<file path="config.mk">
export PLATFORM = sky130hd
export DESIGN_NAME = touch_standby_noise_config
export DESIGN_NICKNAME = d
export VERILOG_FILES = /design/src/verilog/touch_standby_pkg.sv /design/src/verilog/standby_cycle_timer.sv /design/src/verilog/standby_delta_judge.sv /design/src/verilog/touch_standby_noise_config.sv
export SDC_FILE = /design/constraint.sdc
export NUM_CORES = 1
export LEC_CHECK = 0
export ABC_AREA = 1
export ABC_CLOCK_PERIOD_IN_PS = 11610
export BUFFER_PORTS_ARGS = -buffer_cell sky130_fd_sc_hd__buf_2
export CORE_ASPECT_RATIO = 0.6
export CORE_UTILIZATION = 55
export DETAILED_ROUTE_END_ITERATION = 10
export HOLD_SLACK_MARGIN = 0.1
export PLACE_DENSITY = 0.82
export SYNTH_ARGS = -nofsm -noshare
export SYNTH_HDL_FRONTEND = slang
export SYNTH_SLANG_ARGS = --single-unit
</file>
<file path="constraint.sdc">
create_clock -name clk_sys -period 11.61 [get_ports clk_sys]
set_clock_uncertainty 0.05 [all_clocks]
set_input_delay 2.322 -clock clk_sys [delete_from_list [all_inputs] [get_ports clk_sys]]
set_output_delay 2.322 -clock clk_sys [all_outputs]
set_load 0.05 [all_outputs]
</file>
<file path="src/verilog/touch_standby_pkg.sv">
// Purpose: shared constants and types for the standby touch sampler
// Assumes: 100 MHz system clock
// Notes: register offsets are byte addresses of the 8-bit register port
package touch_standby_pkg;
    // ****************************************
    // register offsets and reset values
    // ****************************************
    localparam logic [7:0] OFS_NOISE_LOW = 8'h38;
    localparam logic [7:0] OFS_NOISE_HIGH = 8'h39;
    localparam logic [7:0] OFS_CHAN_SELECT = 8'h40;
    localparam logic [7:0] OFS_SETUP = 8'h41;
    localparam logic [7:0] OFS_GAIN = 8'h42;
    localparam logic [7:0] OFS_LEVEL = 8'h43;
    localparam logic [7:0] RST_NOISE = 8'h55;
    localparam logic [7:0] RST_CHAN_SELECT = 8'h00;
    localparam logic [7:0] RST_SETUP = 8'h1d;
    localparam logic [7:0] RST_GAIN = 8'h02;
    localparam logic [7:0] RST_LEVEL = 8'h40;
    // writable bits; the rest read as zero
    localparam logic [7:0] MASK_SETUP = 8'hbf;
    localparam logic [7:0] MASK_GAIN = 8'h07;
    localparam logic [7:0] MASK_LEVEL = 8'h7f;
    // ****************************************
    // timing
    // ****************************************
    localparam int CLK_MHZ = 100;
    localparam int SAMPLE_SHORT_US = 1280;
    localparam int SAMPLE_LONG_US = 2560;
    localparam int CYCLE_STEP_MS = 35;
    localparam int SAMPLE_SHORT_CYC = SAMPLE_SHORT_US * CLK_MHZ;
    localparam int SAMPLE_LONG_CYC = SAMPLE_LONG_US * CLK_MHZ;
    localparam int CYCLE_STEP_CYC = CYCLE_STEP_MS * 1000 * CLK_MHZ;
    // ****************************************
    // widths and types
    // ****************************************
    localparam int RAW_W = 16;
    localparam int ACC_W = 24;
    localparam int TMR_W = 24;
    localparam int CHANNELS = 8;

    typedef struct packed {
        logic accumulateSelect;
        logic spare;
        logic [2:0] standbySampleCount;
        logic standbySamplePeriod;
        logic [1:0] standbyCyclePeriod;
    } setup_t;

    typedef struct packed {
        logic [2:0] channel;
        logic [7:0] delta;
        logic touch;
        logic noise;
    } meas_t;

    typedef enum logic [3:0] {
        ST_IDLE = 4'b0001,
        ST_SEEK = 4'b0010,
        ST_SAMPLE = 4'b0100,
        ST_JUDGE = 4'b1000
    } state_t;
endpackage

</file>
<file path="src/verilog/standby_cycle_timer.sv">
// Purpose: standby cycle period timer with stretch while sampling
// Assumes: run is a same-clock level from power control
// Notes: a cycle start is issued at once when run rises
`timescale 1ns/1ps
module standby_cycle_timer
    import touch_standby_pkg::*;
#(
    parameter logic [TMR_W-1:0] STEP_CYC = TMR_W'(CYCLE_STEP_CYC)
) (
    input wire logic clk_sys,
    input wire logic rst_n,
    input wire logic run,
    input wire logic busy,
    input wire logic [1:0] cyclePeriod,
    output logic cycleStart,
    output logic extended
);
    logic [TMR_W+1:0] count;
    logic first;
    // three bits so that code 3 gives four steps rather than wrapping to zero
    wire [2:0] periodSteps = {1'b0, cyclePeriod} + 3'd1;
    wire [TMR_W+1:0] limit = (TMR_W+2)'(STEP_CYC) * (TMR_W+2)'(periodSteps);
    wire due = first || (count >= limit - (TMR_W+2)'(1));
    wire fire = run && due && !busy;

    always_ff @(posedge clk_sys or negedge rst_n) begin
        if (!rst_n) begin
            count <= '0;
            first <= 1'b1;
            cycleStart <= 1'b0;
            extended <= 1'b0;
        end else begin
            cycleStart <= fire;
            if (!run) begin
                count <= '0;
                first <= 1'b1;
                extended <= 1'b0;
            end else if (fire) begin
                count <= '0;
                first <= 1'b0;
                extended <= 1'b0;
            end else if (due) begin
                extended <= busy;
            end else begin
                count <= count + (TMR_W+2)'(1);
            end
        end
    end
endmodule

</file>
<file path="src/verilog/standby_delta_judge.sv">
// Purpose: forms scaled delta and compares it with touch and noise limits
// Assumes: accum holds the sum of all samples of one measurement
// Notes: result is registered, one cycle after valid
`timescale 1ns/1ps
module standby_delta_judge
    import touch_standby_pkg::*;
(
    input wire logic clk_sys,
    input wire logic rst_n,
    input wire logic valid,
    input wire logic [2:0] channel,
    input wire logic [ACC_W-1:0] accum,
    input wire logic accumulateSelect,
    input wire logic [2:0] countCode,
    input wire logic [2:0] gainCode,
    input wire logic [6:0] level,
    input wire logic [1:0] fracCode,
    output meas_t result,
    output logic resultValid
);
    function automatic logic [7:0] noise_limit(input logic [6:0] lv, input logic [1:0] code);
        logic [7:0] q;
        logic [7:0] e;
        q = {3'b000, lv[6:2]};
        e = {4'h0, lv[6:3]};
        case (code)
            2'b00: noise_limit = q;
            2'b01: noise_limit = q + e;
            2'b10: noise_limit = {2'b00, lv[6:1]};
            default: noise_limit = {2'b00, lv[6:1]} + e;
        endcase
    endfunction

    wire [ACC_W-1:0] delta = accumulateSelect ? accum : (accum >> countCode);
    wire [ACC_W:0] scaledWide = {delta, 1'b0} >> gainCode;
    wire [7:0] scaled = (|scaledWide[ACC_W:8]) ? 8'hff : scaledWide[7:0];
    wire [7:0] noiseLim = noise_limit(level, fracCode);
    wire isTouch = scaled > {1'b0, level};
    wire isNoise = (scaled > noiseLim) && !isTouch;

    always_ff @(posedge clk_sys or negedge rst_n) begin
        if (!rst_n) begin
            result <= '0;
            resultValid <= 1'b0;
        end else begin
            resultValid <= valid;
            if (valid) begin
                result <= '{channel: channel, delta: scaled, touch: isTouch, noise: isNoise};
            end
        end
    end
endmodule

</file>
<file path="src/verilog/touch_standby_noise_config.sv">
// Purpose: standby sampling sequencer, its registers and noise-spike filter
// Assumes: front end and register port run on clk_sys, no synchronisers
// Notes: front end count is taken at the end of each sample period
//
// Behaviour
// - spike between noise and touch skips recalibration
// - noise fraction code 25/37.5/50/62.5 percent
// - two noise registers, channel pairs low to high from bit 0
// - per-channel standby sampling enable bit
// - standby channels use standby settings
// - bit7 selects average or sum
// - bits5-3 sample count, samples back to back
// - bit2 sample period 2.56 or 1.28 ms
// - bits1-0 cycle 35/70/105/140 ms
// - sample at cycle start, then idle
// - cycle stretches until sampling completes
// - gain code 128x halving to 1x
// - delta msb 64 raw at 128x
// - touch when delta exceeds standby level
`timescale 1ns/1ps
module touch_standby_noise_config
    import touch_standby_pkg::*;
#(
    parameter logic [TMR_W-1:0] SAMPLE_SHORT = TMR_W'(SAMPLE_SHORT_CYC),
    parameter logic [TMR_W-1:0] SAMPLE_LONG = TMR_W'(SAMPLE_LONG_CYC),
    parameter logic [TMR_W-1:0] CYCLE_STEP = TMR_W'(CYCLE_STEP_CYC)
) (
    input wire logic clk_sys,
    input wire logic rst_n,
    input wire logic [7:0] regAddr,
    input wire logic [7:0] regWrData,
    input wire logic regWrite,
    output logic [7:0] regRdData,
    input wire logic standbyMode,
    input wire logic [RAW_W-1:0] afeCount,
    output logic sampleStart,
    output logic [2:0] sampleChannel,
    output logic lowPowerIdle,
    output logic cycleExtended,
    output logic measValid,
    output meas_t meas,
    output logic recalSample,
    output logic [CHANNELS-1:0] touchStatus
);
    // ****************************************
    // register bank
    // ****************************************
    logic [7:0] noiseLow;
    logic [7:0] noiseHigh;
    logic [7:0] standbyChannelEnable;
    setup_t setup;
    logic [2:0] standbyGainCode;
    logic [6:0] standbyLevel;

    wire wrNoiseLow = regWrite && (regAddr == OFS_NOISE_LOW);
    wire wrNoiseHigh = regWrite && (regAddr == OFS_NOISE_HIGH);
    wire wrChan = regWrite && (regAddr == OFS_CHAN_SELECT);
    wire wrSetup = regWrite && (regAddr == OFS_SETUP);
    wire wrGain = regWrite && (regAddr == OFS_GAIN);
    wire wrLevel = regWrite && (regAddr == OFS_LEVEL);

    always_ff @(posedge clk_sys or negedge rst_n) begin
        if (!rst_n) begin
            noiseLow <= RST_NOISE;
            noiseHigh <= RST_NOISE;
            standbyChannelEnable <= RST_CHAN_SELECT;
            setup <= setup_t'(RST_SETUP);
            standbyGainCode <= RST_GAIN[2:0];
            standbyLevel <= RST_LEVEL[6:0];
        end else begin
            if (wrNoiseLow) noiseLow <= regWrData;
            if (wrNoiseHigh) noiseHigh <= regWrData;
            if (wrChan) standbyChannelEnable <= regWrData;
            if (wrSetup) setup <= setup_t'(regWrData & MASK_SETUP);
            if (wrGain) standbyGainCode <= regWrData[2:0];
            if (wrLevel) standbyLevel <= regWrData[6:0];
        end
    end

    // unmapped offsets read as zero
    logic [7:0] readMux;
    always_comb begin
        case (regAddr)
            OFS_NOISE_LOW: readMux = noiseLow;
            OFS_NOISE_HIGH: readMux = noiseHigh;
            OFS_CHAN_SELECT: readMux = standbyChannelEnable;
            OFS_SETUP: readMux = 8'(setup) & MASK_SETUP;
            OFS_GAIN: readMux = {5'h00, standbyGainCode} & MASK_GAIN;
            OFS_LEVEL: readMux = {1'b0, standbyLevel} & MASK_LEVEL;
            default: readMux = 8'h00;
        endcase
    end

    always_ff @(posedge clk_sys or negedge rst_n) begin
        if (!rst_n) begin
            regRdData <= 8'h00;
        end else begin
            regRdData <= readMux;
        end
    end

    // ****************************************
    // decoding helpers
    // ****************************************
    // code n gives 2^n samples
    function automatic logic [7:0] sample_last(input logic [2:0] code);
        sample_last = (8'h01 << code) - 8'h01;
    endfunction

    // pair ch of the sixteen code bits
    function automatic logic [1:0] frac_of(input logic [15:0] codes, input logic [2:0] ch);
        frac_of = codes[{ch, 1'b0} +: 2];
    endfunction

    // ****************************************
    // sequencer
    // ****************************************
    state_t state;
    state_t next_state;
    logic [2:0] chIdx;
    logic [7:0] sampleNum;
    logic [TMR_W-1:0] sampleTimer;
    logic [ACC_W-1:0] accum;
    logic judgeValid;
    logic cycleStart;
    logic timerExtended;
    meas_t judgeResult;
    logic judgeDone;

    wire busy = (state != ST_IDLE);
    wire chEnabled = standbyChannelEnable[chIdx];
    wire lastChannel = (chIdx == 3'd7);
    // bit2 high gives the shorter sample
    wire [TMR_W-1:0] samplePeriodCyc = setup.standbySamplePeriod ? SAMPLE_SHORT : SAMPLE_LONG;
    wire sampleEnd = (state == ST_SAMPLE) && (sampleTimer == '0);
    // samples of one channel back to back
    wire lastSample = (sampleNum == sample_last(setup.standbySampleCount));
    // no new sample once standby is left, the sequencer is aborting
    wire startNow = standbyMode && ((state == ST_SEEK && chEnabled) || (sampleEnd && !lastSample));
    wire [1:0] fracCode = frac_of({noiseHigh, noiseLow}, chIdx);

    always_comb begin
        next_state = state;
        case (state)
            ST_IDLE: begin
                if (cycleStart && standbyMode) next_state = ST_SEEK;
            end
            ST_SEEK: begin
                if (!standbyMode) next_state = ST_IDLE;
                else if (chEnabled) next_state = ST_SAMPLE;
                else if (lastChannel) next_state = ST_IDLE;
            end
            ST_SAMPLE: begin
                if (!standbyMode) next_state = ST_IDLE;
                else if (sampleEnd && lastSample) next_state = ST_JUDGE;
            end
            ST_JUDGE: begin
                next_state = lastChannel ? ST_IDLE : ST_SEEK;
            end
            default: next_state = ST_IDLE;
        endcase
    end

    always_ff @(posedge clk_sys or negedge rst_n) begin
        if (!rst_n) begin
            state <= ST_IDLE;
            chIdx <= 3'd0;
        end else begin
            state <= next_state;
            if (state == ST_IDLE) chIdx <= 3'd0;
            else if ((state == ST_SEEK && !chEnabled) || state == ST_JUDGE) chIdx <= chIdx + 3'd1;
        end
    end

    always_ff @(posedge clk_sys or negedge rst_n) begin
        if (!rst_n) begin
            sampleTimer <= '0;
            sampleNum <= 8'h00;
            accum <= '0;
        end else begin
            if (startNow) sampleTimer <= samplePeriodCyc - TMR_W'(1);
            else if (state == ST_SAMPLE && sampleTimer != '0) sampleTimer <= sampleTimer - TMR_W'(1);
            if (state == ST_SEEK) begin
                sampleNum <= 8'h00;
                accum <= '0;
            end else if (sampleEnd) begin
                sampleNum <= sampleNum + 8'h01;
                accum <= accum + {{(ACC_W-RAW_W){1'b0}}, afeCount};
            end
        end
    end

    always_ff @(posedge clk_sys or negedge rst_n) begin
        if (!rst_n) begin
            sampleStart <= 1'b0;
            sampleChannel <= 3'd0;
            lowPowerIdle <= 1'b1;
            judgeValid <= 1'b0;
        end else begin
            sampleStart <= startNow;
            if (startNow) sampleChannel <= chIdx;
            // idle for the rest of the cycle
            lowPowerIdle <= (next_state == ST_IDLE);
            judgeValid <= (next_state == ST_JUDGE);
        end
    end

    standby_cycle_timer #(
        .STEP_CYC(CYCLE_STEP)
    ) u_cycle (
        .clk_sys(clk_sys),
        .rst_n(rst_n),
        .run(standbyMode),
        .busy(busy),
        .cyclePeriod(setup.standbyCyclePeriod),
        .cycleStart(cycleStart),
        .extended(timerExtended)
    );

    // standby level, count, mode and gain
    standby_delta_judge u_judge (
        .clk_sys(clk_sys),
        .rst_n(rst_n),
        .valid(judgeValid),
        .channel(chIdx),
        .accum(accum),
        .accumulateSelect(setup.accumulateSelect),
        .countCode(setup.standbySampleCount),
        .gainCode(standbyGainCode),
        .level(standbyLevel),
        .fracCode(fracCode),
        .result(judgeResult),
        .resultValid(judgeDone)
    );

    // ****************************************
    // results
    // ****************************************
    always_ff @(posedge clk_sys or negedge rst_n) begin
        if (!rst_n) begin
            measValid <= 1'b0;
            meas <= '0;
            recalSample <= 1'b0;
            cycleExtended <= 1'b0;
        end else begin
            measValid <= judgeDone;
            if (judgeDone) meas <= judgeResult;
            recalSample <= judgeDone && !judgeResult.noise && !judgeResult.touch;
            // never flagged while the sequencer is already idle
            cycleExtended <= timerExtended && (next_state != ST_IDLE);
        end
    end

    genvar g;
    generate
        for (g = 0; g < CHANNELS; g++) begin : g_touch
            wire hit = judgeDone && (judgeResult.channel == 3'(g));
            always_ff @(posedge clk_sys or negedge rst_n) begin
                if (!rst_n) begin
                    touchStatus[g] <= 1'b0;
                end else if (!standbyMode) begin
                    touchStatus[g] <= 1'b0;
                end else if (hit) begin
                    touchStatus[g] <= judgeResult.touch;
                end
            end
        end
    endgenerate
endmodule

</file>
Yosys cells after proc, flatten, opt, wreduce, memory -nomap -nowiden:

Index checks and enable logic that the tools add are counted.

* register bits after elaboration: 185
* latch bits: 0
* bits in writable memories: 0
* ROM bits: 0
* output and inout port bits: 37
* logic and storage cells: 191
* memories: 0

* add/sub/neg operators: 11
* multipliers: 1
* divide/modulo/power cells: 0
* order comparisons: 4
* equality and inequality tests: 36
* shift operators: 4
* multiplexer cells: 47
* bitwise gates (word level): 0
* reductions and logical operators: 45

Operators by type and width (count)
* $mux W24: 5
* $mux W26: 3
* $pmux W8 S6: 1
* $eq A8 B7 Y1 const B: 4
* $logic_and A1 B1 Y1: 28
* $add A26 B1 Y26 const B: 1
* $ge A26 B26 Y1: 1
* $sub A25 B1 Y26 const B: 1
* $shr A25 B3 Y25: 1
* $add A24 B16 Y24: 1
* $logic_not A24 Y1: 1
* $mux W4: 6
* $mux W8: 3
* $pmux W8 S3: 1
* $reduce_bool A24 Y1: 1
* $shr A24 B3 Y24: 1
* $sub A24 B1 Y24 const B: 1
* $mux W1: 22
* $mul A17 B3 Y20 const A: 1
* $sub A18 B1 Y19 const B: 1
* $mux W18: 1
* $ne A2 B1 Y1 const B: 9
* $reduce_or A17 Y1: 1
* $eq A8 B6 Y1 const B: 2
* 33 further kinds: 51

Depth between registers and ports, before layout:

Gate-level depths: netlist of the first run.

* depth after elaboration: 9
* depth in mapped cells: 24
* gate-level depth less buffers: 24

Cells and area by module:

From an unflattened synthesis of the first run, not the netlist that was laid out.

* cell total of the unflattened synthesis: 1902
* area total of the unflattened synthesis: 13645.6 um^2

Modules (own cells, without submodules)
* touch_standby_noise_config: instances 1, cells each 1043, area an instance 7978.9 um^2, seq. area each 3573.4 um^2
* standby_delta_judge: instances 1, cells each 503, area an instance 2957.8 um^2, seq. area each 350.3 um^2
* standby_cycle_timer: instances 1, cells each 356, area an instance 2708.8 um^2, seq. area each 726.9 um^2

Worst setup path after synthesis of the first run:

No wires, ideal clock.

* path type: input-to-reg
* start point: in afeCount[0]
* end point: reg accum[18]
* setup time: 0.123 ns
* data arrival time: 4.028 ns
* path slack: 7.409 ns
* stages on the path: 13
* path buffers: 0
* cells stage by stage: ha_1 > inv_1 > fa_1 > inv_1 > nand3_1 > nand2_1 > nand3_1 > nand2_1 > a21oi_1 > o21ai_0 > nand4_1 > o21ai_0 > a21oi_1

* cells in the longest elaborated chain, start to end: 3

RTL lines
* start, declared: line touch_standby_noise_config.sv:35 `input wire logic [RAW_W-1:0] afeCount,`
* $add A24 B16 Y24: line touch_standby_noise_config.sv:188 `accum <= accum + {{(ACC_W-RAW_W){1'b0}}, afeCount};`
* $mux W24: line touch_standby_noise_config.sv:186 `end else if (sampleEnd) begin`
* $mux W24: line touch_standby_noise_config.sv:183 `if (state == ST_SEEK) begin`
* end signal, assigned: line touch_standby_noise_config.sv:188
* end, declared: line touch_standby_noise_config.sv:123 `logic [ACC_W-1:0] accum;`

Every way passes these cells. The select of a mux whose other input is x is not followed.
A chain may end at the register's enable or synchronous reset.

Final worst setup path of the first run:

* start point: reg setup[0] (netlist bit)
* end point: reg u_cycle.count[5]

* cells in the longest elaborated chain, start to end: 9
* elaborated cells between the ends (all ways): 10
* classes of those cells: add/sub (2); mul (1); order compare (1); eq/ne (1); mux (2); reduce/logical (3)

RTL lines
* start, declared: line touch_standby_noise_config.sv:51 `setup_t setup;`
* start signal, assigned: line touch_standby_noise_config.sv:67 `setup <= setup_t'(RST_SETUP);`
* start signal, assigned: line touch_standby_noise_config.sv:74 `if (wrSetup) setup <= setup_t'(regWrData & MASK_SETUP);`
* $add A2 B1 Y3 *: line standby_cycle_timer.sv:21 `wire [2:0] periodSteps = {1'b0, cyclePeriod} + 3'd1;`
* $mul A17 B3 Y20 *: line standby_cycle_timer.sv:22 `wire [TMR_W+1:0] limit = (TMR_W+2)'(STEP_CYC) * (TMR_W+2)'(periodSteps);`
* $sub A25 B1 Y26 *: line standby_cycle_timer.sv:23 `wire due = first || (count >= limit - (TMR_W+2)'(1));`
* $ge A26 B26 Y1 *: line standby_cycle_timer.sv:23
* $logic_or A1 B1 Y1 *: line standby_cycle_timer.sv:23
* $logic_and A1 B1 Y1 (2 in series): line standby_cycle_timer.sv:24 `wire fire = run && due && !busy;`
* $mux W26: line standby_cycle_timer.sv:38 `end else if (fire) begin`
* $mux W26: line standby_cycle_timer.sv:34 `if (!run) begin`
* end signal, assigned: line standby_cycle_timer.sv:45 `count <= count + (TMR_W+2)'(1);`
* end, declared: line standby_cycle_timer.sv:18 `logic [TMR_W+1:0] count;`

Every way passes the cells marked *; elsewhere a longest branch is shown, timed or not.

==> results of run 1 <==
-- through the flow --
step	hold slack (ns)	power, W	utilization
floorplan	0.3425	0.001282	-
global placement	0.4017	0.001425	0.5915
detailed placement	0.4096	0.001451	0.5915
CTS	0.4271	0.002043	0.6176
global route	0.4366	0.002182	0.6176
finish	0.4220	0.002056	0.6176
-- synthesized netlist by cell type (11+ instances only) --
| cell | count |
|---|---|
| sky130_fd_sc_hd__o21ai_0 | 133 |
| sky130_fd_sc_hd__o22ai_1 | 11 |
| sky130_fd_sc_hd__xnor2_1 | 14 |
| sky130_fd_sc_hd__a21oi_1 | 80 |
| sky130_fd_sc_hd__nand2_2 | 11 |
| sky130_fd_sc_hd__xor2_1 | 42 |
| sky130_fd_sc_hd__dfstp_2 | 17 |
| sky130_fd_sc_hd__inv_1 | 149 |
| sky130_fd_sc_hd__nor2_1 | 141 |
| sky130_fd_sc_hd__ha_1 | 78 |
| sky130_fd_sc_hd__dfrtp_1 | 168 |
| sky130_fd_sc_hd__clkbuf_1 | 20 |
| sky130_fd_sc_hd__nand4_1 | 38 |
| sky130_fd_sc_hd__nand2_1 | 409 |
| sky130_fd_sc_hd__nor4_1 | 13 |
| sky130_fd_sc_hd__o21ai_1 | 19 |
| sky130_fd_sc_hd__nor3_1 | 29 |
| sky130_fd_sc_hd__o211ai_1 | 15 |
| sky130_fd_sc_hd__nand3_1 | 154 |
-- registers in the layout, indices dropped and copies added, names as in the netlist, 13 cells and up --
name	count
u_cycle.count	26
meas	13
sampleTimer	24
u_judge.result	13
accum	24
-- cell families (layout without fill, tap and decap cells) --
family                   after synthesis  after routing
AO/OA/AOI/OAI                        314            314
XOR/XNOR                              56             56
adder cells (fa/ha/maj)               84             84
AND/OR/NAND/NOR                      838            838
buffers and inverters                209            267
multiplexers                           8              8
flip-flops                           185            185
other                                  1              2
-- power groups by stage --
stage | clock network [W] | logic (W) | registers [W]
2_1_floorplan | 0 | 0.000507 | 0.000775
3_3_place_gp | 0 | 0.000620 | 0.000805
3_5_place_dp | 0 | 0.000644 | 0.000807
4_1_cts | 0.000599 | 0.000649 | 0.000796
5_1_grt | 0.000627 | 0.000749 | 0.000806
6_report | 0.000594 | 0.000662 | 0.000800
-- worst max path at each step --
| stage | from | end | slack (ns) |
|---|---|---|---|
| floorplan | afeCount[0] | accum[18]$_DFFE_PN0P_ | 7.41 |
| global placement | setup[0]$_DFFE_PN1P_ | u_cycle.count[24]$_DFFE_PN0P_ | 7.05 |
| detailed placement | setup[0]$_DFFE_PN1P_ | u_cycle.count[5]$_DFFE_PN0P_ | 6.83 |
| CTS | setup[0]$_DFFE_PN1P_ | u_cycle.count[5]$_DFFE_PN0P_ | 6.80 |
| global route | setup[0]$_DFFE_PN1P_ | u_cycle.count[6]$_DFFE_PN0P_ | 6.31 |
| finish | setup[0]$_DFFE_PN1P_ | u_cycle.count[5]$_DFFE_PN0P_ | 6.79 |
-- cell type report --
| type | instances | share of cell area |
|---|---|---|
| Clock inverter | 12 | 0.009161 |
| Multi-Input combinational cell | 1302 | 0.5211 |
| Inverter | 162 | 0.04426 |
| Clock buffer | 20 | 0.03311 |
| Sequential cell | 185 | 0.3371 |
| Timing Repair Buffer | 73 | 0.02730 |
| Tap cell | 308 | 0.02794 |
-- worst max-delay path: cells and delay by family (launching register included) --
| family | cells | cell delay, ns |
|---|---|---|
| flops | 1 | 0.41 |
| compound gates | 6 | 1.04 |
| simple gates | 6 | 1.28 |
| xor+xnor | 1 | 0.19 |
| fa+ha+maj | 4 | 1.29 |
| buf+inv | 2 | 0.47 |
-- routing by layer --
| metal | global-route usage | vias to the layer above |
|---|---|---|
| met2 | 0.4259 | 622 |
| met1 | 0.4524 | 5695 |
| met3 | 0.06661 | 73 |
| li1 | - | 5806 |
| met5 | 0 | - |
| met4 | 0.09448 | 0 |
==> impl_results.html, run 1 <==
<table>
<tr><th>Metric</th><th>Value</th></tr>
<tr><th colspan="2">Outcome</th></tr>
<tr><td>Run status</td><td>finished clean</td></tr>
<tr><th colspan="2">Placement</th></tr>
<tr><td>Post-Place Cell Area</td><td>13210 µm²</td></tr>
<tr><td>Cell count after placement</td><td>2030</td></tr>
<tr><td>Half-perimeter wire length of the detailed placement result</td><td>25120 µm</td></tr>
<tr><td>Input/output buffers</td><td>72</td></tr>
<tr><td>Final Wtd Congestion</td><td>0.9587</td></tr>
<tr><td>Placement Setup Slack</td><td>6.826 ns</td></tr>
<tr><th colspan="2">Clocking</th></tr>
<tr><td>Sinks on the clock net</td><td>185</td></tr>
<tr><td>PostCTS Resize Cnt</td><td>0</td></tr>
<tr><td>Buffer cell driving the clock tree root</td><td>sky130_fd_sc_hd__clkbuf_16</td></tr>
<tr><td>Number of buffers inserted by hold repair at cts</td><td>0</td></tr>
<tr><td>Number of setup buffers added after CTS</td><td>0</td></tr>
<tr><td>TritonCTS Buffers</td><td>17</td></tr>
<tr><td>CTS H-tree lvls</td><td>4</td></tr>
<tr><td>Clock insertion delay at the later pin of the skew report</td><td>0.46 ns</td></tr>
<tr><td>Worst-path clk slew</td><td>0.07 ns</td></tr>
<tr><td>Clock buffer depth</td><td>2</td></tr>
<tr><td>TritonCTS clock tree</td><td>yes</td></tr>
<tr><th colspan="2">Timing</th></tr>
<tr><td>Number of hold violations in the final report</td><td>0</td></tr>
<tr><td>Post-route setup TNS</td><td>0 ns</td></tr>
<tr><td>Worst slew slack as a fraction of its limit</td><td>0.3481</td></tr>
<tr><td># setup viols final</td><td>0</td></tr>
<tr><td>Number of pins exceeding their max-slew limit in the final report</td><td>0</td></tr>
<tr><td>Maximum clock rate</td><td>207.4 MHz</td></tr>
<tr><td>Smallest setup slack after layout</td><td>6.789 ns</td></tr>
<tr><td>Worst-Margin Slew</td><td>0.9778 ns</td></tr>
<tr><td>Final Critical Period</td><td>4.821 ns</td></tr>
<tr><td>Fraction of the cycle the final worst path needs</td><td>0.4152</td></tr>
<tr><td>RSZ-0062 raised after global routing</td><td>no</td></tr>
<tr><th colspan="2">Power and ir drop</th></tr>
<tr><td>Switching Power</td><td>0.0008137 W</td></tr>
<tr><td>Power per Cell Area</td><td>149.0 nW/µm²</td></tr>
<tr><td>Leakage component of the power</td><td>6.506 nW</td></tr>
<tr><td>Clock network fraction of total power</td><td>0.289</td></tr>
<tr><td>VDD IR max</td><td>0.1023 mV</td></tr>
<tr><td>Proportion of power drawn by combinational gates</td><td>0.322</td></tr>
<tr><td>Fraction of power consumed by sequential logic</td><td>0.389</td></tr>
<tr><td>Sw frac</td><td>0.3958</td></tr>
<tr><td>Int Pwr</td><td>0.001242 W</td></tr>
<tr><th colspan="2">Drt</th></tr>
<tr><td>Highest routed layer</td><td>met4</td></tr>
<tr><td>Vias per cell</td><td>5.915</td></tr>
<tr><td>Number of design rule violations left after detail routing</td><td>0</td></tr>
<tr><td>Met3 layer wire length in the routed design</td><td>3107 µm</td></tr>
<tr><td>Pre-Repair DR Iteration Count</td><td>6</td></tr>
<tr><td>Antenna Violating Nets Remaining</td><td>0</td></tr>
<tr><td>Routed length on met1</td><td>15850 µm</td></tr>
<tr><td>Routed wirelength normalized by instance count</td><td>16.37 µm</td></tr>
<tr><td>Total detailed-routing wirelength</td><td>33750 µm</td></tr>
<tr><td>Via Count</td><td>12200</td></tr>
<tr><td>Drt first-iter violations</td><td>1460</td></tr>
<tr><td>Wire length on met2</td><td>14040 µm</td></tr>
<tr><th colspan="2">Die</th></tr>
<tr><td>Area of the core region</td><td>22330 µm²</td></tr>
<tr><td>Height of the chip</td><td>119.8 µm</td></tr>
<tr><td>Effective utilization at floorplan</td><td>0.5692</td></tr>
<tr><td>Top-level I/O count</td><td>73</td></tr>
<tr><td>Die Footprint</td><td>23750 µm²</td></tr>
<tr><td>Number of placement rows</td><td>42</td></tr>
<tr><td>Die outline width</td><td>198.3 µm</td></tr>
<tr><th colspan="2">Global route</th></tr>
<tr><td>Maximum number of pins on one net before global-route repair</td><td>121</td></tr>
<tr><td>GRT Resource Usage Total</td><td>0.3008</td></tr>
<tr><td>Number of global-route vias before repair</td><td>11300</td></tr>
<tr><td>First-pass GRT wire length</td><td>56720 µm</td></tr>
<tr><td>Aggregate global routing overflow</td><td>0</td></tr>
<tr><td>Number of antenna violations at the first check in global routing</td><td>0</td></tr>
<tr><th colspan="2">Synthesis</th></tr>
<tr><td>Area fraction in and, or, nand and nor cells after synthesis</td><td>0.2932</td></tr>
<tr><td>Post-synthesis compound-gate area fraction</td><td>0.1405</td></tr>
<tr><td>Main area contributors after synthesis</td><td>sky130_fd_sc_hd__dfrtp_1, sky130_fd_sc_hd__nand2_1, sky130_fd_sc_hd__ha_1</td></tr>
<tr><td>Seq cells post-synth</td><td>185</td></tr>
<tr><td>Synthesis Warnings</td><td>0</td></tr>
<tr><td>Parity-gate share of the synthesized area counting xor and xnor cells</td><td>0.03858</td></tr>
<tr><td>Number of cells produced by synthesis</td><td>1695</td></tr>
<tr><td>Avg Inst Size Synth</td><td>7.501 µm²</td></tr>
<tr><td>Post-synthesis sequential area ratio</td><td>0.3658</td></tr>
<tr><td>Number of enable-type register cells in the synthesized netlist</td><td>0</td></tr>
<tr><td>Share of Yosys cell area claimed by the top area cell type</td><td>0.3307</td></tr>
<tr><td>Netlist area before placement</td><td>12710 µm²</td></tr>
<tr><td>Post-synthesis cell type count</td><td>64</td></tr>
<tr><td>Main combinational cell family by area after synthesis</td><td>simple AND/OR/NAND/NOR gates</td></tr>
<tr><td>Portion of netlist area occupied by mux cells</td><td>0.006299</td></tr>
<tr><td>Post-synth top flop</td><td>sky130_fd_sc_hd__dfrtp_1</td></tr>
<tr><td>Cell type with the highest aggregate area in the netlist</td><td>sky130_fd_sc_hd__dfrtp_1</td></tr>
<tr><td>Adder and majority gate portion of the synthesized area</td><td>0.08621</td></tr>
<tr><td>Proportion of synthesized flip-flops having asynchronous set or reset</td><td>1.000</td></tr>
<tr><th colspan="2">Worst setup path</th></tr>
<tr><td>Required time of the worst setup path</td><td>11.92 ns</td></tr>
<tr><td>Crit Path Max Fanout</td><td>22</td></tr>
<tr><td>Worst-case register-to-register setup slack</td><td>6.79 ns</td></tr>
<tr><td>Data arrival at the endpoint of the critical path</td><td>5.14 ns</td></tr>
<tr><td>Worst reg-to-reg path cell count</td><td>19</td></tr>
<tr><td>Start of the worst register-to-register path</td><td>setup[0]$_DFFE_PN1P_</td></tr>
<tr><td>Type of the worst setup path</td><td>flip-flop to flip-flop</td></tr>
<tr><td>Startpoint type of the worst setup path</td><td>flip-flop</td></tr>
<tr><td>Cell mode on critical path</td><td>sky130_fd_sc_hd__ha_1</td></tr>
<tr><td>Slowest stage delay, CP</td><td>0.67 ns</td></tr>
<tr><td>CP endpoint kind</td><td>flip-flop</td></tr>
<tr><td>CP cell instances</td><td>inv_1, ha_1, inv_1, ha_1, fa_1, o311ai_0, xor2_1, ha_1, a21oi_1, nor2_1, a211oi_1, o21ai_1, a21boi_1, nand3_2, nand3_4, nand2_2, nor2_2, nand2_1, o21ai_0</td></tr>
<tr><td>Reg-to-reg critical path endpoint</td><td>u_cycle.count[5]$_DFFE_PN0P_</td></tr>
<tr><td>Max stage delay cell, worst path</td><td>sky130_fd_sc_hd__nor2_2</td></tr>
<tr><th colspan="2">Worst hold path</th></tr>
<tr><td>Endpoint of the worst hold path</td><td>meas[9]$_DFFE_PN0P_</td></tr>
<tr><td>Worst hold-check path type</td><td>flip-flop to flip-flop</td></tr>
<tr><td>Launch point of the worst hold path</td><td>meas[9]$_DFFE_PN0P_</td></tr>
<tr><td>Worst Hold Path Cells</td><td>2</td></tr>
<tr><th colspan="2">Layout</th></tr>
<tr><td>Multi-input gate area in the final layout</td><td>7188 µm²</td></tr>
<tr><td>Commonest non-fill, non-tap cell in the layout</td><td>sky130_fd_sc_hd__nand2_1</td></tr>
<tr><td>Post-layout net count</td><td>1861</td></tr>
<tr><td>Non-filler instance count after layout</td><td>2062</td></tr>
<tr><td>Synthesis-to-finish area growth</td><td>8.503%</td></tr>
<tr><td>Design area</td><td>13790 µm²</td></tr>
<tr><td>Share of final-layout standard cells stronger than drive strength 1</td><td>0.09977</td></tr>
<tr><td>Sequential cell area</td><td>4651 µm²</td></tr>
<tr><td>Antenna Diode Count</td><td>0</td></tr>
<tr><td>Highest-count cells in the layout ignoring fill and taps</td><td>sky130_fd_sc_hd__nand2_1, sky130_fd_sc_hd__dfrtp_1, sky130_fd_sc_hd__nand3_1, sky130_fd_sc_hd__inv_1, sky130_fd_sc_hd__nor2_1</td></tr>
<tr><td>FILL cells</td><td>1956</td></tr>
<tr><th colspan="2">Job</th></tr>
<tr><td>Max-cap violation count</td><td>0</td></tr>
</table>
(Power assumes the default switching activity.)
==> run 2, diff against run 1 <==
- ABC_AREA: 1 -> 0
- ABC_CLOCK_PERIOD_IN_PS: 11610 -> 4200
- PLACE_DENSITY: 0.82 -> 0.85
- clock period: 11.61 -> 4.2 ns (I/O delays scaled with it)
==> impl_results.html, run 2 <==
<table>
<tr><th>Metric</th><th>Value</th></tr>
<tr><th colspan="2">Outcome</th></tr>
<tr><td>Run status</td><td>finished clean</td></tr>
<tr><th colspan="2">Worst setup path</th></tr>
<tr><td>Worst-case register-to-register setup slack</td><td>0.1 ns (-6.69 ns)</td></tr>
<tr><td>Reg-to-reg critical path endpoint</td><td>u_judge.result[0]$_DFFE_PN0P_</td></tr>
<tr><td>CP endpoint kind</td><td>flip-flop</td></tr>
<tr><td>Last element of the critical path</td><td>u_judge.result[0]$_DFFE_PN0P_</td></tr>
<tr><td>Start of the worst register-to-register path</td><td>setup[3]$_DFFE_PN1P_</td></tr>
<tr><td>Crit Path Max Fanout</td><td>7 (-68%)</td></tr>
<tr><td>Worst reg-to-reg path cell count</td><td>16 (-3)</td></tr>
<tr><td>Startpoint of the most critical setup path</td><td>setup[3]$_DFFE_PN1P_</td></tr>
<tr><td>Startpoint type of the worst setup path</td><td>flip-flop</td></tr>
<tr><td>Required time of the worst setup path</td><td>4.52 ns (-7.40 ns)</td></tr>
<tr><td>Data arrival at the endpoint of the critical path</td><td>4.42 ns (-0.72 ns)</td></tr>
<tr><td>Type of the worst setup path</td><td>flip-flop to flip-flop</td></tr>
<tr><th colspan="2">Layout</th></tr>
<tr><td>Share of final-layout standard cells stronger than drive strength 1</td><td>0.2313 (+0.1315)</td></tr>
<tr><td>Antenna Diode Count</td><td>0 (unchanged)</td></tr>
<tr><td>Register ranked first by flip-flop count</td><td>u_cycle.count</td></tr>
<tr><td>Largest register FFs</td><td>26 (unchanged)</td></tr>
<tr><td>Commonest non-fill, non-tap cell in the layout</td><td>sky130_fd_sc_hd__dfrtp_1</td></tr>
<tr><td>FILL cells</td><td>1751 (-10%)</td></tr>
<tr><td>Highest-count cells in the layout ignoring fill and taps</td><td>sky130_fd_sc_hd__dfrtp_1, sky130_fd_sc_hd__nor2_1, sky130_fd_sc_hd__nand2_1, sky130_fd_sc_hd__ha_1, sky130_fd_sc_hd__buf_2</td></tr>
<tr><td>Post-layout net count</td><td>1496 (-20%)</td></tr>
<tr><td>Largest registers</td><td>u_cycle.count x26, accum x24, sampleTimer x24</td></tr>
<tr><td>Synthesis-to-finish area growth</td><td>13.57%</td></tr>
<tr><th colspan="2">Power and ir drop</th></tr>
<tr><td>Power per Cell Area</td><td>314.8 nW/µm² (+110%)</td></tr>
<tr><td>Leakage component of the power</td><td>6.396 nW (-1.7%)</td></tr>
<tr><td>VDD IR max</td><td>0.2771 mV (+170%)</td></tr>
<tr><td>Total power draw</td><td>0.004449 W (+120%)</td></tr>
<tr><th colspan="2">Synthesis</th></tr>
<tr><td>Post-synthesis cell type count</td><td>80 (+25%)</td></tr>
<tr><td>Post-synth top flop</td><td>sky130_fd_sc_hd__dfrtp_1</td></tr>
<tr><td>Share of Yosys cell area claimed by the top area cell type</td><td>0.3378 (+0.007148)</td></tr>
<tr><td>Post-synthesis sequential area ratio</td><td>0.3737 (+0.007908)</td></tr>
<tr><td>Number of cells produced by synthesis</td><td>1290 (-24%)</td></tr>
<tr><td>Synthesis Warnings</td><td>0 (unchanged)</td></tr>
<tr><td>Main area contributors after synthesis</td><td>sky130_fd_sc_hd__dfrtp_1, sky130_fd_sc_hd__ha_1, sky130_fd_sc_hd__mux2_2</td></tr>
<tr><td>Avg Inst Size Synth</td><td>9.647 µm² (+29%)</td></tr>
<tr><td>Netlist area before placement</td><td>12440 µm² (-2.1%)</td></tr>
<tr><td>Seq cells post-synth</td><td>185 (unchanged)</td></tr>
<tr><td>Most repeated cell in the gate-level netlist after synthesis</td><td>sky130_fd_sc_hd__dfrtp_1</td></tr>
<tr><td>Top cell types by occurrence after synthesis</td><td>sky130_fd_sc_hd__dfrtp_1, sky130_fd_sc_hd__nor2_1, sky130_fd_sc_hd__nand2_1, sky130_fd_sc_hd__ha_1, sky130_fd_sc_hd__o21ai_0</td></tr>
<tr><td>Proportion of synthesized flip-flops having asynchronous set or reset</td><td>1.000 (unchanged)</td></tr>
<tr><td>Cell type with the highest aggregate area in the netlist</td><td>sky130_fd_sc_hd__dfrtp_1</td></tr>
<tr><td>Number of enable-type register cells in the synthesized netlist</td><td>0 (unchanged)</td></tr>
<tr><th colspan="2">Die</th></tr>
<tr><td>Height of the chip</td><td>118.5 µm (-1.0%)</td></tr>
<tr><td>Die outline width</td><td>196.2 µm (-1.1%)</td></tr>
<tr><td>Number of placement rows</td><td>42 (unchanged)</td></tr>
<tr><td>Effective utilization at floorplan</td><td>0.5625 (-0.006751)</td></tr>
<tr><td>Die Footprint</td><td>23250 µm² (-2.1%)</td></tr>
<tr><td>Area of the core region</td><td>22120 µm² (-0.94%)</td></tr>
<tr><td>Top-level I/O count</td><td>73 (unchanged)</td></tr>
<tr><th colspan="2">Worst hold path</th></tr>
<tr><td>Worst hold-check path type</td><td>flip-flop to flip-flop</td></tr>
<tr><th colspan="2">Clocking</th></tr>
<tr><td>Number of buffers inserted by hold repair at cts</td><td>0 (unchanged)</td></tr>
<tr><td>Clock buffer depth</td><td>2 (unchanged)</td></tr>
<tr><td>Clock insertion delay at the later pin of the skew report</td><td>0.46 ns (about the same)</td></tr>
<tr><td>TritonCTS clock tree</td><td>yes</td></tr>
<tr><td>TritonCTS Buffers</td><td>17 (unchanged)</td></tr>
<tr><td>Sinks on the clock net</td><td>185 (unchanged)</td></tr>
<tr><td>Buffer cell driving the clock tree root</td><td>sky130_fd_sc_hd__clkbuf_16</td></tr>
<tr><td>CTS H-tree lvls</td><td>4 (unchanged)</td></tr>
<tr><td>Worst-path clk slew</td><td>0.07 ns (about the same)</td></tr>
<tr><th colspan="2">Drt</th></tr>
<tr><td>Routed wirelength normalized by instance count</td><td>19.35 µm (+18%)</td></tr>
<tr><td>Drt first-iter violations</td><td>1128 (-23%)</td></tr>
<tr><td>Via Count</td><td>10620 (-13%)</td></tr>
<tr><td>Vias per cell</td><td>6.261 (+5.8%)</td></tr>
<tr><td>Number of design rule violations left after detail routing</td><td>0 (unchanged)</td></tr>
<tr><td>Antenna Violating Nets Remaining</td><td>0 (unchanged)</td></tr>
<tr><td>Pre-Repair DR Iteration Count</td><td>6 (unchanged)</td></tr>
<tr><td>Total detailed-routing wirelength</td><td>32820 µm (-2.8%)</td></tr>
<tr><th colspan="2">Timing</th></tr>
<tr><td>Final Critical Period</td><td>4.105 ns (-0.7161 ns)</td></tr>
<tr><td># setup viols final</td><td>0 (unchanged)</td></tr>
<tr><td>Number of pins exceeding their max-slew limit in the final report</td><td>0 (unchanged)</td></tr>
<tr><td>Number of hold violations in the final report</td><td>0 (unchanged)</td></tr>
<tr><td>Maximum clock rate</td><td>243.6 MHz (+17%)</td></tr>
<tr><td>Worst slew slack as a fraction of its limit</td><td>0.3703 (+0.02215)</td></tr>
<tr><td>Worst-Margin Slew</td><td>0.9446 ns (-0.03322 ns)</td></tr>
<tr><td>Post-route setup TNS</td><td>0 ns (unchanged)</td></tr>
<tr><td>Fraction of the cycle the final worst path needs</td><td>0.9773 (+0.5621)</td></tr>
<tr><th colspan="2">Global route</th></tr>
<tr><td>GRT Resource Usage Total</td><td>0.2891 (-0.01163)</td></tr>
<tr><td>Maximum number of pins on one net before global-route repair</td><td>115 (-5.0%)</td></tr>
<tr><td>Aggregate global routing overflow</td><td>0 (unchanged)</td></tr>
<tr><td>Number of global-route vias before repair</td><td>9936 (-12%)</td></tr>
<tr><td>Number of antenna violations at the first check in global routing</td><td>0 (unchanged)</td></tr>
<tr><td>First-pass GRT wire length</td><td>53010 µm (-6.6%)</td></tr>
<tr><th colspan="2">Placement</th></tr>
<tr><td>Half-perimeter wire length of the detailed placement result</td><td>23550 µm (-6.2%)</td></tr>
<tr><td>Input/output buffers</td><td>72 (unchanged)</td></tr>
<tr><td>Final Wtd Congestion</td><td>0.9727 (+1.5%)</td></tr>
<tr><th colspan="2">Job</th></tr>
<tr><td>Max-cap violation count</td><td>0 (unchanged)</td></tr>
</table>
-- run 2: cell count changes after synthesis, sizes merged, moves of 23 or more --
cell,previous run,this run
a31oi,7,30
clkbuf,20,54
inv,159,42
mux2,0,60
mux2i,8,31
mux4,0,29
nand2,420,96
nand3,157,50
nor2,155,117
o21ai,154,77
xnor2,14,38
-- run 2: cells by family after synthesis --
kind of cell	count (synthesis)	share of synthesized area
flip-flops	185	0.3737
AO/OA/AOI/OAI	291	0.1502
adder cells (fa/ha/maj)	85	0.08908
XOR/XNOR	63	0.04434
buffers and inverters	114	0.03609
AND/OR/NAND/NOR	431	0.1745
other	1	0.0003013
multiplexers	120	0.1317
-- run 2: area by class of cell --
type                       count  area, µm²  area share
multi-input combinational    992       7510      0.5313
sequential                   185       4652      0.3291
timing repair buffer         134      872.1     0.06170
clock buffer                  21      450.4     0.03187
tap                          308      385.4     0.02727
inverter                      45      173.9     0.01231
clock inverter                11      90.09    0.006374
-- run 2: how the worst min path moves through the flow --
stage,start,end,slack (ns),cells after the start
2_1_floorplan,u_judge.resultValid$_DFF_PN0_,measValid$_DFF_PN0_,0.30,0
3_3_place_gp,u_judge.result[0]$_DFFE_PN0P_,recalSample$_DFF_PN0_,0.39,1
3_5_place_dp,u_judge.result[0]$_DFFE_PN0P_,recalSample$_DFF_PN0_,0.41,1
4_1_cts,u_judge.result[0]$_DFFE_PN0P_,recalSample$_DFF_PN0_,0.42,1
5_1_grt,sampleChannel[2]$_DFFE_PN0P_,sampleChannel[2]$_DFFE_PN0P_,0.45,2
6_report,u_judge.result[0]$_DFFE_PN0P_,recalSample$_DFF_PN0_,0.41,1
-- run 2: timing repair --
| item | in CTS | in global routing |
|---|---|---|
| pin swaps | 4 | 13 |
| setup endpoints to repair | 19 | 24 |
| resized for setup | 6 | 39 |
| setup buffers | 2 | 9 |
| gates cloned | 0 | 1 |
-- run 2: worst max-delay path, cell delays in order (launching register included) --
cell                       delay (ns)
sky130_fd_sc_hd__dfstp_2         0.65
sky130_fd_sc_hd__buf_6           0.14
sky130_fd_sc_hd__mux4_2          0.54
sky130_fd_sc_hd__a222oi_1        0.42
sky130_fd_sc_hd__buf_4           0.20
sky130_fd_sc_hd__buf_4           0.10
sky130_fd_sc_hd__o21ai_0         0.08
sky130_fd_sc_hd__o22ai_1         0.18
sky130_fd_sc_hd__nor2_1          0.06
sky130_fd_sc_hd__a21oi_1         0.26
sky130_fd_sc_hd__nand2_1         0.18
sky130_fd_sc_hd__ha_1            0.34
sky130_fd_sc_hd__nand3_1         0.12
sky130_fd_sc_hd__o221ai_1        0.26
sky130_fd_sc_hd__a21oi_2         0.09
sky130_fd_sc_hd__a211o_1         0.24
sky130_fd_sc_hd__o22ai_1         0.12
-- run 2: layer usage --
metal	vias up	GRT usage	wire length [µm]
met4	0	0.07666	564
met3	49	0.06963	2733
met5	-	0	0
li1	4914	-	-
met1	5156	0.4321	15380
met2	499	0.4175	14130
-- run 2: where the power goes --
group          internal, W  total (W)  switching [W]
Sequential         0.00184    0.00194       0.000102
Combinational     0.000432   0.000991       0.000559
Clock             0.000782    0.00151       0.000732
-- run 2: through the flow --
stage | hold slack, ns | cell area (µm²) | cells | setup WS, ns | util
3_3_place_gp | 0.3924 | 13330 | 1652 | 0.08572 | 0.6025
6_report | 0.4149 | 14130 | 1696 | 0.09513 | 0.6388
4_1_cts | 0.4166 | 13920 | 1686 | 0.003296 | 0.6291
3_5_place_dp | 0.4054 | 13330 | 1652 | -0.1075 | 0.6025
2_1_floorplan | 0.3019 | 12460 | 1291 | -0.03701 | -
5_1_grt | 0.4515 | 14130 | 1696 | -0.1267 | 0.6388
==> run 3, diff against run 2 <==
- ABC_CLOCK_PERIOD_IN_PS: 4200 -> 5200
- HOLD_SLACK_MARGIN: 0.1 -> 0.12
- PLACE_DENSITY: 0.85 -> 0.82
- clock period: 4.2 -> 5.2 ns (I/O delays scaled with it)
==> impl_results.html, run 3 (synthesized netlist as in run 2, its figures left out) <==
<table>
<tr><th>Metric</th><th>Value</th></tr>
<tr><th colspan="2">Clocking</th></tr>
<tr><td>Clock buffer depth</td><td>2 (unchanged)</td></tr>
<tr><td>Buffer cell driving the clock tree root</td><td>sky130_fd_sc_hd__clkbuf_16</td></tr>
<tr><td>Number of setup buffers added after CTS</td><td>0 (-2)</td></tr>
<tr><td>TritonCTS Buffers</td><td>17 (unchanged)</td></tr>
<tr><td>CTS H-tree lvls</td><td>4 (unchanged)</td></tr>
<tr><td>Worst-path clk slew</td><td>0.08 ns (about the same)</td></tr>
<tr><td>Sinks on the clock net</td><td>185 (unchanged)</td></tr>
<tr><td>Number of buffers inserted by hold repair at cts</td><td>0 (unchanged)</td></tr>
<tr><td>PostCTS Resize Cnt</td><td>0 (-6)</td></tr>
<tr><td>Clock insertion delay at the later pin of the skew report</td><td>0.46 ns (about the same)</td></tr>
<tr><td>TritonCTS clock tree</td><td>yes</td></tr>
<tr><th colspan="2">Drt</th></tr>
<tr><td>Via Count</td><td>10320 (-2.8%)</td></tr>
<tr><td>Number of design rule violations left after detail routing</td><td>0 (unchanged)</td></tr>
<tr><td>Vias per cell</td><td>6.259 (about the same)</td></tr>
<tr><td>Total detailed-routing wirelength</td><td>31050 µm (-5.4%)</td></tr>
<tr><td>Routed wirelength normalized by instance count</td><td>18.83 µm (-2.7%)</td></tr>
<tr><td>Drt first-iter violations</td><td>1054 (-6.6%)</td></tr>
<tr><td>Antenna Violating Nets Remaining</td><td>0 (unchanged)</td></tr>
<tr><td>Met3 layer wire length in the routed design</td><td>2524 µm (-7.6%)</td></tr>
<tr><td>Routed length on met1</td><td>14860 µm (-3.4%)</td></tr>
<tr><td>Pre-Repair DR Iteration Count</td><td>5 (-1)</td></tr>
<tr><td>Highest routed layer</td><td>met4</td></tr>
<tr><td>Wire length on met2</td><td>12980 µm (-8.2%)</td></tr>
<tr><th colspan="2">Job</th></tr>
<tr><td>Max-cap violation count</td><td>0 (unchanged)</td></tr>
<tr><th colspan="2">Worst setup path</th></tr>
<tr><td>Reg-to-reg critical path endpoint</td><td>u_cycle.count[25]$_DFFE_PN0P_</td></tr>
<tr><td>Worst reg-to-reg path cell count</td><td>17 (+1)</td></tr>
<tr><td>CP cell instances</td><td>inv_1, ha_1, inv_1, ha_1, fa_1, o21ai_0, a21oi_1, a31oi_1, ha_1, a21o_1, a21o_1, a221o_1, nand2_1, a31oi_2, nand3_1, a21bo_2, a22o_1</td></tr>
<tr><td>Startpoint type of the worst setup path</td><td>flip-flop</td></tr>
<tr><td>Worst-case register-to-register setup slack</td><td>0.38 ns (+0.29 ns)</td></tr>
<tr><td>CP endpoint kind</td><td>flip-flop</td></tr>
<tr><td>Slowest stage delay, CP</td><td>0.51 ns (-0.14 ns)</td></tr>
<tr><td>Critical path buffer and inverter count</td><td>2 (-1)</td></tr>
<tr><td>Required time of the worst setup path</td><td>5.50 ns (+0.98 ns)</td></tr>
<tr><td>Start of the worst register-to-register path</td><td>setup[0]$_DFFE_PN1P_</td></tr>
<tr><td>Data arrival at the endpoint of the critical path</td><td>5.12 ns (+0.70 ns)</td></tr>
<tr><td>Crit Path Max Fanout</td><td>13 (+6)</td></tr>
<tr><td>Cell mode on critical path</td><td>sky130_fd_sc_hd__ha_1</td></tr>
<tr><td>Type of the worst setup path</td><td>flip-flop to flip-flop</td></tr>
<tr><td>Largest delay contributor family on the critical path</td><td>compound AO/OA/AOI/OAI gates</td></tr>
<tr><td>Max stage delay cell, worst path</td><td>sky130_fd_sc_hd__ha_1</td></tr>
<tr><th colspan="2">Timing</th></tr>
<tr><td># setup viols final</td><td>0 (unchanged)</td></tr>
<tr><td>Worst-Margin Slew</td><td>1.185 ns (+0.2407 ns)</td></tr>
<tr><td>Number of pins exceeding their max-slew limit in the final report</td><td>0 (unchanged)</td></tr>
<tr><td>Final Critical Period</td><td>4.818 ns (+0.7127 ns)</td></tr>
<tr><td>Maximum clock rate</td><td>207.6 MHz (-15%)</td></tr>
<tr><td>Worst slew slack as a fraction of its limit</td><td>0.2038 (-0.1665)</td></tr>
<tr><td>Fraction of the cycle the final worst path needs</td><td>0.9265 (-0.05089)</td></tr>
<tr><td>Smallest setup slack after layout</td><td>0.3824 ns (+0.2873 ns)</td></tr>
<tr><td>Number of hold violations in the final report</td><td>0 (unchanged)</td></tr>
<tr><th colspan="2">Power and ir drop</th></tr>
<tr><td>Switching Power</td><td>0.001107 W (-21%)</td></tr>
<tr><td>Leakage component of the power</td><td>6.162 nW (-3.7%)</td></tr>
<tr><td>Power per Cell Area</td><td>263.3 nW/µm² (-16%)</td></tr>
<tr><td>Proportion of power drawn by combinational gates</td><td>0.197 (-0.026)</td></tr>
<tr><td>VDD IR max</td><td>0.2394 mV (-14%)</td></tr>
<tr><td>Total power draw</td><td>0.003593 W (-19%)</td></tr>
<tr><td>Fraction of power consumed by sequential logic</td><td>0.439 (+0.002)</td></tr>
<tr><td>Int Pwr</td><td>0.002486 W (-19%)</td></tr>
<tr><td>Clock network fraction of total power</td><td>0.364 (+0.024)</td></tr>
<tr><td>Sw frac</td><td>0.3081 (-0.005143)</td></tr>
<tr><th colspan="2">Global route</th></tr>
<tr><td>Number of global-route vias before repair</td><td>9675 (-2.6%)</td></tr>
<tr><td>Maximum number of pins on one net before global-route repair</td><td>125 (+8.7%)</td></tr>
<tr><td>First-pass GRT wire length</td><td>52090 µm (-1.7%)</td></tr>
<tr><td>GRT Resource Usage Total</td><td>0.2830 (-0.006122)</td></tr>
<tr><td>Aggregate global routing overflow</td><td>0 (unchanged)</td></tr>
<tr><td>Number of antenna violations at the first check in global routing</td><td>0 (unchanged)</td></tr>
<tr><th colspan="2">Die</th></tr>
<tr><td>Effective utilization at floorplan</td><td>0.5625 (unchanged)</td></tr>
<tr><td>Die outline width</td><td>196.2 µm (unchanged)</td></tr>
<tr><td>Number of placement rows</td><td>42 (unchanged)</td></tr>
<tr><td>Area of the core region</td><td>22120 µm² (unchanged)</td></tr>
<tr><td>Height of the chip</td><td>118.5 µm (unchanged)</td></tr>
<tr><td>Die Footprint</td><td>23250 µm² (unchanged)</td></tr>
<tr><td>Top-level I/O count</td><td>73 (unchanged)</td></tr>
<tr><th colspan="2">Placement</th></tr>
<tr><td>Half-perimeter wire length of the detailed placement result</td><td>22190 µm (-5.8%)</td></tr>
<tr><td>Final Wtd Congestion</td><td>0.9726 (about the same)</td></tr>
<tr><td>Placement Setup Slack</td><td>0.3776 ns (+0.4852 ns)</td></tr>
<tr><td>Cell count after placement</td><td>1617 (-2.1%)</td></tr>
<tr><td>Input/output buffers</td><td>72 (unchanged)</td></tr>
<tr><th colspan="2">Layout</th></tr>
<tr><td>Synthesis-to-finish area growth</td><td>9.662%</td></tr>
<tr><td>Commonest non-fill, non-tap cell in the layout</td><td>sky130_fd_sc_hd__dfrtp_1</td></tr>
<tr><td>Non-filler instance count after layout</td><td>1649 (-2.8%)</td></tr>
<tr><td>Share of final-layout standard cells stronger than drive strength 1</td><td>0.1872 (-0.04409)</td></tr>
<tr><td>Register ranked first by flip-flop count</td><td>u_cycle.count</td></tr>
<tr><td>Largest register FFs</td><td>26 (unchanged)</td></tr>
<tr><td>Largest registers</td><td>u_cycle.count x26, accum x24, sampleTimer x24</td></tr>
<tr><td>Post-layout net count</td><td>1449 (-3.1%)</td></tr>
<tr><td>Antenna Diode Count</td><td>0 (unchanged)</td></tr>
<tr><td>Highest-count cells in the layout ignoring fill and taps</td><td>sky130_fd_sc_hd__dfrtp_1, sky130_fd_sc_hd__nor2_1, sky130_fd_sc_hd__nand2_1, sky130_fd_sc_hd__ha_1, sky130_fd_sc_hd__o21ai_0</td></tr>
<tr><th colspan="2">Worst hold path</th></tr>
<tr><td>Worst hold-check path type</td><td>flip-flop to flip-flop</td></tr>
<tr><td>Launch point of the worst hold path</td><td>u_judge.result[0]$_DFFE_PN0P_</td></tr>
<tr><td>Endpoint of the worst hold path</td><td>recalSample$_DFF_PN0_</td></tr>
<tr><td>Worst Hold Path Cells</td><td>1 (unchanged)</td></tr>
<tr><th colspan="2">Outcome</th></tr>
<tr><td>Run status</td><td>finished clean</td></tr>
</table>
## run 3: cell types whose count changed in the layout (fill, tap and decap cells not counted), sizes merged
cell,delta
clkbuf,-2
clkinvlp,-1
buf,-47
bufinv,+1
inv,+4
clkinv,-2
## run 3: metal layers
metal,track usage,vias to the layer above
met5,0,-
met4,0.09521,0
met3,0.06164,60
met2,0.3955,444
met1,0.4307,4995
li1,-,4822
## run 3: final cells by class
cell class / instances / area, µm²
fillers: 1788 / 8477
multi-input cells: 992 / 7361
flip-flops and latches: 185 / 4651
repair buffers: 87 / 494.2
clock buffers: 19 / 452.9
well taps: 308 / 385.4
inverters: 45 / 170.2
clock inverters: 13 / 132.6
## run 3: stage by stage
stage                TNS (ns)  utilization  cell area [µm²]  hold slack, ns
global placement            0       0.5901            13060          0.3962
detailed placement          0       0.5901            13060          0.4149
finish                      0       0.6168            13650          0.4115
CTS                         0       0.6166            13640          0.4191
global route        -0.001913       0.6168            13650          0.4507
floorplan                   0            -            12450          0.3019
## run 3: worst max path at each step
stage | to | depth (start not counted) | start
floorplan | u_judge.result[0]$_DFFE_PN0P_ | 18 | setup[3]$_DFFE_PN1P_
global placement | u_cycle.count[25]$_DFFE_PN0P_ | 17 | setup[0]$_DFFE_PN1P_
detailed placement | u_cycle.count[25]$_DFFE_PN0P_ | 17 | setup[0]$_DFFE_PN1P_
CTS | u_cycle.count[25]$_DFFE_PN0P_ | 17 | setup[0]$_DFFE_PN1P_
global route | u_cycle.count[14]$_DFFE_PN0P_ | 16 | setup[0]$_DFFE_PN1P_
finish | u_cycle.count[25]$_DFFE_PN0P_ | 17 | setup[0]$_DFFE_PN1P_
## run 3: worst register-to-register path: cells and delay by family, from the launching register on
family | cells | cell delay (ns)
AOI/OAI and AO/OA | 9 | 1.78
DFF | 1 | 0.43
buffers and inverters | 2 | 0.53
and+or+nand+nor | 2 | 0.52
adders and majority gates | 4 | 1.40
## run 3: power groups by stage
stage                     registers, W  logic, W  clock network (W)
after floorplan                0.00156  0.000518                  0
after global placement         0.00160  0.000668                  0
after detailed placement       0.00160  0.000687                  0
after CTS                      0.00157  0.000693            0.00133
after global routing           0.00158  0.000784            0.00139
final                          0.00158  0.000706            0.00131
